--- src/split_timer_pkg.sv ---
package split_timer_pkg;

	// Register addresses in the processor's special-function space
	localparam logic [7:0] ADDR_TIMER_CONTROL   = 8'h91;
	localparam logic [7:0] ADDR_RELOAD_LOW      = 8'h92;
	localparam logic [7:0] ADDR_RELOAD_HIGH     = 8'h93;
	localparam logic [7:0] ADDR_COUNT_LOW       = 8'h94;
	localparam logic [7:0] ADDR_COUNT_HIGH      = 8'h95;

	// Control register field positions
	localparam int BIT_HIGH_OVERFLOW  = 7;
	localparam int BIT_LOW_OVERFLOW   = 6;
	localparam int BIT_LOW_IRQ_ENABLE = 5;
	localparam int BIT_SPLIT_MODE     = 3;
	localparam int BIT_RUN_CONTROL    = 2;
	localparam int BIT_EXT_CLOCK_SEL  = 0;

	// Reset values and byte limits
	localparam logic [7:0] CONTROL_RESET = 8'h00;
	localparam logic [7:0] RELOAD_RESET  = 8'h00;
	localparam logic [7:0] COUNT_RESET   = 8'h00;
	localparam logic [7:0] BYTE_MAX      = 8'hFF;
	localparam logic [7:0] BYTE_ZERO     = 8'h00;

	// Timebase dividers
	localparam int SYS_CLOCK_DIVIDE = 12;
	localparam int EXT_CLOCK_DIVIDE = 8;

endpackage

--- src/split_autoreload_timer.sv ---
`timescale 1ns/1ns
module split_autoreload_timer
	import split_timer_pkg::*;
(
	input  wire logic       core_clk,
	input  wire logic       rst,
	input  wire logic [7:0] sfr_addr,
	input  wire logic       sfr_wr,
	input  wire logic [7:0] sfr_wdata,
	output logic      [7:0] sfr_rdata_q,
	input  wire logic       high_byte_clock_select,
	input  wire logic       low_byte_clock_select,
	input  wire logic       timer_irq_enable,
	input  wire logic       ext_osc,
	output logic            timer_irq_q
);

	////////////////////////////////////////////////////////////////////////////////
	// Registers

	logic [7:0] count_low_byte_q;
	logic [7:0] count_high_byte_q;
	logic [7:0] reload_low_byte_q;
	logic [7:0] reload_high_byte_q;
	logic       high_overflow_flag_q;
	logic       low_overflow_flag_q;
	logic       low_overflow_irq_enable_q;
	logic       split_mode_select_q;
	logic       run_control_q;
	logic       external_clock_select_q;
	logic       tick_sys_div;
	logic       tick_ext_div;

	// Timebase selection, shared by both bytes
	function automatic logic pick_tick(input logic byte_sel, input logic ext_sel,
			input logic sys_div, input logic ext_div);
		pick_tick = byte_sel ? 1'b1 : (ext_sel ? ext_div : sys_div);
	endfunction

	split_timer_timebase u_timebase (
		.core_clk     (core_clk),
		.rst          (rst),
		.ext_osc      (ext_osc),
		.tick_sys_div (tick_sys_div),
		.tick_ext_div (tick_ext_div)
	);

	////////////////////////////////////////////////////////////////////////////////
	// Decode and counting

	// Write strobes
	wire        we_control = sfr_wr & (sfr_addr == ADDR_TIMER_CONTROL);
	wire        we_rld_low = sfr_wr & (sfr_addr == ADDR_RELOAD_LOW);
	wire        we_rld_hi  = sfr_wr & (sfr_addr == ADDR_RELOAD_HIGH);
	wire        we_cnt_low = sfr_wr & (sfr_addr == ADDR_COUNT_LOW);
	wire        we_cnt_hi  = sfr_wr & (sfr_addr == ADDR_COUNT_HIGH);

	// Per-byte timebase; one external select covers both
	wire        tick_low   = pick_tick(low_byte_clock_select, external_clock_select_q,
			tick_sys_div, tick_ext_div);
	wire        tick_high  = pick_tick(high_byte_clock_select, external_clock_select_q,
			tick_sys_div, tick_ext_div);

	// Low byte free-runs in split mode; run bit gates the rest
	wire        step_low   = split_mode_select_q ? tick_low : (run_control_q & tick_low);
	wire        wrap_low   = step_low & (count_low_byte_q == BYTE_MAX);
	// High byte steps on its own tick in split, on the low carry in 16-bit
	wire        step_high  = split_mode_select_q ? (run_control_q & tick_high) : wrap_low;
	wire        wrap_high  = step_high & (count_high_byte_q == BYTE_MAX);

	// Low reload: always in split, only on full wrap in 16-bit
	wire        low_reload = split_mode_select_q | wrap_high;
	wire [7:0]  count_low_byte_d = we_cnt_low ? sfr_wdata :
			wrap_low ? (low_reload ? reload_low_byte_q : BYTE_ZERO) :
			step_low ? count_low_byte_q + 8'h01 : count_low_byte_q;
	wire [7:0]  count_high_byte_d = we_cnt_hi ? sfr_wdata :
			wrap_high ? reload_high_byte_q :
			step_high ? count_high_byte_q + 8'h01 : count_high_byte_q;

	// Hardware set beats a software clear in the same cycle
	wire        high_flag_d = (we_control ? sfr_wdata[BIT_HIGH_OVERFLOW] : high_overflow_flag_q)
			| wrap_high;
	wire        low_flag_d  = (we_control ? sfr_wdata[BIT_LOW_OVERFLOW] : low_overflow_flag_q)
			| wrap_low;

	// Interrupt request from either flag, gated by the enables
	wire        irq_d = timer_irq_enable & (high_flag_d | (low_flag_d & low_overflow_irq_enable_q));

	// Control readback; unused positions stay zero
	wire [7:0]  control_read = {high_overflow_flag_q, low_overflow_flag_q, low_overflow_irq_enable_q,
			1'b0, split_mode_select_q, run_control_q, 1'b0, external_clock_select_q};

	// Read mux; unmapped addresses read zero
	wire [7:0]  rdata_d = (sfr_addr == ADDR_TIMER_CONTROL) ? control_read :
			(sfr_addr == ADDR_RELOAD_LOW)  ? reload_low_byte_q :
			(sfr_addr == ADDR_RELOAD_HIGH) ? reload_high_byte_q :
			(sfr_addr == ADDR_COUNT_LOW)   ? count_low_byte_q :
			(sfr_addr == ADDR_COUNT_HIGH)  ? count_high_byte_q : 8'h00;

	////////////////////////////////////////////////////////////////////////////////
	// State

	// Count and reload bytes; software write wins over counting
	always_ff @(posedge core_clk or posedge rst) begin
		if (rst) begin
			count_low_byte_q   <= COUNT_RESET;
			count_high_byte_q  <= COUNT_RESET;
			reload_low_byte_q  <= RELOAD_RESET;
			reload_high_byte_q <= RELOAD_RESET;
		end else begin
			count_low_byte_q   <= count_low_byte_d;
			count_high_byte_q  <= count_high_byte_d;
			reload_low_byte_q  <= we_rld_low ? sfr_wdata : reload_low_byte_q;
			reload_high_byte_q <= we_rld_hi ? sfr_wdata : reload_high_byte_q;
		end
	end

	// Control bits; bits 4 and 1 are never stored
	always_ff @(posedge core_clk or posedge rst) begin
		if (rst) begin
			{high_overflow_flag_q, low_overflow_flag_q, low_overflow_irq_enable_q,
				split_mode_select_q, run_control_q, external_clock_select_q} <= '0;
		end else begin
			high_overflow_flag_q <= high_flag_d;
			low_overflow_flag_q  <= low_flag_d;
			if (we_control) begin
				low_overflow_irq_enable_q <= sfr_wdata[BIT_LOW_IRQ_ENABLE];
				split_mode_select_q       <= sfr_wdata[BIT_SPLIT_MODE];
				run_control_q             <= sfr_wdata[BIT_RUN_CONTROL];
				external_clock_select_q   <= sfr_wdata[BIT_EXT_CLOCK_SEL];
			end
		end
	end

	// Registered outputs; read data lags the address by one edge
	always_ff @(posedge core_clk or posedge rst) begin
		if (rst) begin
			sfr_rdata_q <= 8'h00;
			timer_irq_q <= 1'b0;
		end else begin
			sfr_rdata_q <= rdata_d;
			timer_irq_q <= irq_d;
		end
	end
endmodule

--- src/split_timer_timebase.sv ---
`timescale 1ns/1ns
// Divided timebases: system clock / 12 and synchronised external clock / 8
module split_timer_timebase
	import split_timer_pkg::*;
#(
	parameter int SYS_DIV = SYS_CLOCK_DIVIDE,
	parameter int EXT_DIV = EXT_CLOCK_DIVIDE
) (
	input  wire logic core_clk,
	input  wire logic rst,
	input  wire logic ext_osc,
	output logic      tick_sys_div,
	output logic      tick_ext_div
);

	localparam int SW = $clog2(SYS_DIV);
	localparam int EW = $clog2(EXT_DIV);
	localparam logic [SW-1:0] SYS_LAST = SW'(SYS_DIV - 1);
	localparam logic [EW-1:0] EXT_LAST = EW'(EXT_DIV - 1);

	logic [SW-1:0] sys_cnt_q;
	logic [EW-1:0] ext_cnt_q;
	logic          ext_meta_q;
	logic          ext_sync_q;
	logic          ext_prev_q;
	wire           ext_rise = ext_sync_q & ~ext_prev_q;
	wire           sys_last = (sys_cnt_q == SYS_LAST);
	wire           ext_last = ext_rise & (ext_cnt_q == EXT_LAST);

	// Two flops before any edge logic; the oscillator must not outrun core_clk
	always_ff @(posedge core_clk or posedge rst) begin
		if (rst) begin
			ext_meta_q <= 1'b0;
			ext_sync_q <= 1'b0;
			ext_prev_q <= 1'b0;
		end else begin
			ext_meta_q <= ext_osc;
			ext_sync_q <= ext_meta_q;
			ext_prev_q <= ext_sync_q;
		end
	end

	// Free-running dividers; each tick is one core_clk wide
	always_ff @(posedge core_clk or posedge rst) begin
		if (rst) begin
			sys_cnt_q    <= '0;
			ext_cnt_q    <= '0;
			tick_sys_div <= 1'b0;
			tick_ext_div <= 1'b0;
		end else begin
			sys_cnt_q    <= sys_last ? '0 : sys_cnt_q + 1'b1;
			ext_cnt_q    <= ext_rise ? (ext_last ? '0 : ext_cnt_q + 1'b1) : ext_cnt_q;
			tick_sys_div <= sys_last;
			tick_ext_div <= ext_last;
		end
	end

endmodule

--- config.mk ---
export PLATFORM = sky130hd
export DESIGN_NAME = split_autoreload_timer
export DESIGN_NICKNAME = d
export VERILOG_FILES = /design/src/split_timer_pkg.sv /design/src/split_autoreload_timer.sv /design/src/split_timer_timebase.sv
export SDC_FILE = /design/constraint.sdc
export NUM_CORES = 1
export LEC_CHECK = 0
export ABC_AREA = 1
export BUFFER_PORTS_ARGS = -buffer_cell sky130_fd_sc_hd__buf_2
export CORE_MARGIN = 1
export CORE_UTILIZATION = 40
export CTS_CLUSTER_DIAMETER = 60
export DETAILED_ROUTE_END_ITERATION = 10
export GPL_TIMING_DRIVEN = 0
export SKIP_LAST_GASP = 1
export SLEW_MARGIN = 20
export SYNTH_ARGS = -nofsm -noshare
export SYNTH_HDL_FRONTEND = slang
export SYNTH_SLANG_ARGS = --single-unit
--- constraint.sdc ---
create_clock -name core_clk -period 1.9 [get_ports core_clk]
set_input_delay 0.38 -clock core_clk [delete_from_list [all_inputs] [get_ports core_clk]]
set_output_delay 0.38 -clock core_clk [all_outputs]
set_load 0.02 [all_outputs]
Word-level counts from Yosys, hierarchy flattened
Index checks and enable logic that the tools add are counted.
Widths: inputs -> output; s select.

operators by class
  mux-type cells = 21
  add/subtract/negate cells = 4
  equality and inequality tests = 9
  reduce and logical (&&, ||, !) cells = 2
  bitwise operators = 18

operators by type and width
  kind                 count
  $mux 8               12
  $eq 8x8->1 const B   7
  $add 8x1->8 const B  2
  $and 1x1->1          13
  $mux 1               7
  $reduce_bool 3->1    2
  $add 4x1->4 const B  1
  $eq 4x4->1 const B   1
  $mux 4               1
  $or 1x1->1           4
  $add 3x1->3 const B  1
  $eq 3x3->1 const B   1
  $mux 3               1
  $not 1->1            1

storage, ports and cells
  flip-flop bits (word level) = 59
  word-level logic and storage cells = 73

Longest topological paths before layout
  depth after elaboration = 11
  mapped depth = 13
  depth with buffers taken out = 13

Hierarchy
Synthesis repeated with hierarchy kept, for this count alone.

second synthesis, totals
  cell total of the unflattened synthesis = 426
  area, all modules = 3,419.5 µm²

by module, submodules not included
  module                  area each (µm²)  cells each  times used
  split_autoreload_timer  2,962.8          385         1
  split_timer_timebase    456.7            41          1

Least setup slack after synthesis
No wires, ideal clock.

  kind = register -> register
  from = reg count_high_byte_q[0]
  to = reg count_high_byte_q[7]
  arrival time = 1.530 ns
  setup slack = 0.253 ns
  cell stages (with the launch flop) = 10
  buffers on the path = 0
  period minus slack after synthesis = 1.647 ns
  path through = dfrtp_1 -> ha_1 -> nand3_1 -> nor2_1 -> nand4_1 -> inv_1 -> nand2_2 -> or2_0 -> nand3_1 -> nand2_1

on the way
  longest elaborated chain between the ends = 4

ends and longest elaborated chain
  what                                       line                                                        text
  from (decl)                                split_autoreload_timer.sv:22                                logic [7:0] count_high_byte_q;
  from (signal assigned)                     split_autoreload_timer.sv:112                               count_high_byte_q <= count_high_byte_d;
  $add 8x1->8 or $eq 8x8->1 (tied branches)  split_autoreload_timer.sv:78, split_autoreload_timer.sv:69
  $mux 8 or $and 1x1->1 (tied branches)      split_autoreload_timer.sv:78, split_autoreload_timer.sv:69
  $mux 8                                     split_autoreload_timer.sv:77                                wrap_high ? reload_high_byte_q :
  $mux 8                                     split_autoreload_timer.sv:76                                wire [7:0] count_high_byte_d = we_cnt_hi ? sfr_wdata :

Parallel ways exist; a longest one is shown, timed or not. The select of a mux whose other input is x is not followed.
A chain may end at the register's enable or synchronous reset.

Worst setup path in the final report
  from = reg count_high_byte_q[1]
  to = reg count_high_byte_q[1]

Same word-level chain as after synthesis.

==> summary.md <==
| Metric | Value |
|---|---|
| RR Endpoint | `count_high_byte_q[1]$_DFFE_PP0P_` |
| Clock buffer depth | `2` |
| Max stage delay on crit path | `0.42 ns` |
| Vias | `2871` |
| Final setup violating endpoints | `0` |
| Worst setup path end | `count_high_byte_q[1]$_DFFE_PP0P_` |
| Drt total wl | `7.78 mm` |
| Vias/cell | `4.93` |
| Relative slew slack | `59.4%` |
| I/O pins | `32` |
| Worst Path Required | `2.12 ns` |
| Worst-path clk slew | `0.07 ns` |
| Layout cells sized above 1 | `20.4%` |
| Slowest CP cell | `dfrtp_1` |
| Area Overhead vs Synth | `19.0%` |
| Critical Path End Type | `flop` |
| Mapped Area | `3280 sq um` |
| Mapped Nets | `456` |
| Max-slew violations | `0` |
| Measured slew at the worst slew-check pin | `0.604 ns` |
| Lkg Pwr | `2.03 nW` |
| EDFF count, synth | `0` |
| DP HPWL | `5.91 mm` |
| HP Class | `in -> async` |
| Clock share of power | `44.1%` |
| Max-cap viol count | `0` |
| Diodes inserted | `0` |
| Worst R2R Path Depth | `8` |
| Vias in the first global route | `2768` |
| Final WS setup | `0.123 ns` |
| Pwr/cell area | `822 nW/um^2` |
| Num CTS Buffers | `9` |
| DRC violations left | `0` |
| Post-synthesis sequential area ratio | `45.0%` |
| Worst-path cell chain | `ha_1, nand3_1, nor2_2, nand4_1, buf_4, buf_4, o21ai_0, o211ai_1` |
| Die H | `92.5 microns` |
| Syn_area_per_cell | `7.66 sq um` |
| P_int | `0.00240 W` |
| Worst-Skew Late Latency | `0.34 ns` |
| Most frequent CP cell | `buf_4` |
| Final Cycle Share | `93.5%` |
| Max Fclk | `563 MHz` |
| Startpoint types | `flop` |
| CP startpoint | `count_high_byte_q[1]$_DFFE_PP0P_` |
| Initial core utilization | `42.0%` |
| Hold Vio Cnt, Final | `0` |
| Worst Path Max Fanout | `5` |
| Post-CTS Hold Fix Bufs | `0` |
| Synth Warn # | `0` |
| Width of the die | `92.5 microns` |
| Num rows | `32` |
| Synth cell types | `36` |
| Worst IR Drop VDD | `428 uV` |
| Antenna-violating nets left | `0` |
| Final nets | `503` |
| Critical Path AT | `2.00 ns` |
| CP Class | `reg -> reg` |
| Die footprint | `8560 sq um` |
| DRT Pass-1 Iters | `4` |
| Fraction of registers with async set/reset | `100%` |
| Ys flop type | `dfrtp_1` |
| Clock Skews | `0.00547 ns` |
| Setup TNS Final | `0 ns` |
| Seq pwr share | `44.2%` |
| Wire per inst | `13.4 microns` |
| Pre-CTS setup slack | `-0.152 ns` |
| Sink Count | `59` |
| Initial antenna violation count | `0` |
| Drt initial violations | `168` |
| H-tree Lvls | `3` |
| Sw Ratio | `25.0%` |
| GP Congestion | `0.832` |
| Post-Synthesis Cells | `428` |
| First-pass GRT wire length | `13.2 mm` |
| Sw power | `0.000803 W` |
| PortBufs | `31` |
| Minimum clock period | `1.78 ns` |
| TritonCTS clock tree | `yes` |
| Core area | `7810 sq um` |
| R2r setup slk | `0.12 ns` |
| GR Util All Layers | `20.3%` |
| Synthesized flop and latch total | `59` |
| Combinational power share | `11.7%` |
| Grt total ovfl | `0` |
| RSZ-0062 raised after global routing | `true` |
| Run status | `finished clean` |
| Root Driver | `clkbuf_8` |
| Worst r2r src | `count_high_byte_q[1]$_DFFE_PP0P_` |
| Largest net degree at the start of global routing | `34` |
| FILL cells | `785` |
synth_stat cells (6+ instances only):
master | count | area (sq um)
nand2_1 | 144 | 541
inv_2 | 6 | 22.5
nand3_1 | 23 | 115
nor2_1 | 27 | 101
xor2_1 | 7 | 61.3
o21ai_2 | 9 | 78.8
inv_1 | 62 | 233
nand2_2 | 7 | 43.8
dfrtp_1 | 59 | 1480
nand4_1 | 6 | 37.5
o21ai_1 | 9 | 45.0
a21oi_1 | 12 | 60.1
o21ai_0 | 16 | 80.1
final cells by class:
type                    count  area, sq um  share of cell area (%)
multi-input cells         296         1560                    39.9
flip-flops and latches     59         1480                    37.9
inverters                  68          258                    6.61
repair buffers             37          213                    5.45
clock buffers              11          141                    3.63
well taps                 102          128                    3.27
clock inverters             5          100                    2.57
plain buffers               4         26.3                   0.674
critical path: cells and delay by family, from the launching register on:
family | cells | cell delay [ns]
AO/OA/AOI/OAI | 2 | 0.26
flip-flops | 1 | 0.42
buffers and inverters | 2 | 0.32
adder cells (fa/ha/maj) | 1 | 0.21
AND/OR/NAND/NOR | 3 | 0.43
cell families after synthesis:
group | synth area share, %
AO/OA/AOI/OAI | 10.6
XOR/XNOR | 2.40
adder cells (fa/ha/maj) | 1.91
buffers and inverters | 8.70
flip-flops | 45.0
multiplexers | 0.305
AND/OR/NAND/NOR | 31.0
worst min-delay path by stage:
| stage | start | endpoint | slack [ns] | cells past startpoint |
|---|---|---|---|---|
| after floorplan | u_timebase.ext_meta_q$_DFF_PP0_ | u_timebase.ext_sync_q$_DFF_PP0_ | 0.33 | 0 |
| after global placement | u_timebase.ext_meta_q$_DFF_PP0_ | u_timebase.ext_sync_q$_DFF_PP0_ | 0.33 | 0 |
| after detailed placement | u_timebase.ext_meta_q$_DFF_PP0_ | u_timebase.ext_sync_q$_DFF_PP0_ | 0.34 | 0 |
| after CTS | rst | sfr_rdata_q[0]$_DFF_PP0_ | 0.01 | 2 |
| after global routing | rst | sfr_rdata_q[0]$_DFF_PP0_ | 0.04 | 2 |
| final | rst | sfr_rdata_q[0]$_DFF_PP0_ | 0.02 | 2 |
routing by layer:
layer | track usage [%] | up-vias | routed length [microns]
met4 | 7.42 | 0 | 121
met1 | 26.4 | 1355 | 3650
met2 | 33.0 | 58 | 3700
met3 | 4.52 | 9 | 317
li1 | - | 1449 | -
met5 | 0 | - | 0
flip-flops by register name (all words and copies together), names as in the netlist, 3 cells and up:
signal	count
reload_low_byte_q	8
sfr_rdata_q	8
u_timebase.ext_cnt_q	3
count_low_byte_q	8
reload_high_byte_q	8
u_timebase.sys_cnt_q	4
count_high_byte_q	8
per-stage QoR:
stage               area [sq um]  power, W  hold slack (ns)  util, %  std cells
CTS                         3840   0.00322           0.0135     49.2        579
finish                      3900   0.00321           0.0164     50.0        582
global route                3900   0.00336           0.0376     50.0        582
floorplan                   3280   0.00168            0.331        -        428
global placement            3560   0.00177            0.332     45.6        561
detailed placement          3580   0.00179            0.336     45.9        562
power groups by stage:
stage	clock, W	combinational, W	sequential (W)
3_5_place_dp	0	0.000349	0.00144
2_1_floorplan	0	0.000254	0.00142
5_1_grt	0.00149	0.000444	0.00143
3_3_place_gp	0	0.000332	0.00144
4_1_cts	0.00144	0.000351	0.00142
6_report	0.00142	0.000374	0.00142
cell usage in the layout (no fill, tap or decap), drive strengths merged:
cell type and n:
nor3b 1, o21a 1, clkinv 2, nand3 24, a22oi 2, or2 5
nor3 4, a21oi 12, clkbuf 11, nand3b 1, xnor2 2, nand4 7
buf 41, nor4 2, o21ai 34, inv 68, nor2 29, o2111ai 3
mux2i 1, dfrtp 59, bufinv 3, o211ai 3, xor2 7, nand2 151
a31oi 1, o22ai 1, ha 5
timing repair:
action                     in CTS  in global routing
resized for setup               2                 10
setup endpoints to repair      11                 17
setup buffers                   1                  4
No activity file was read; power rests on OpenSTA's default activity.
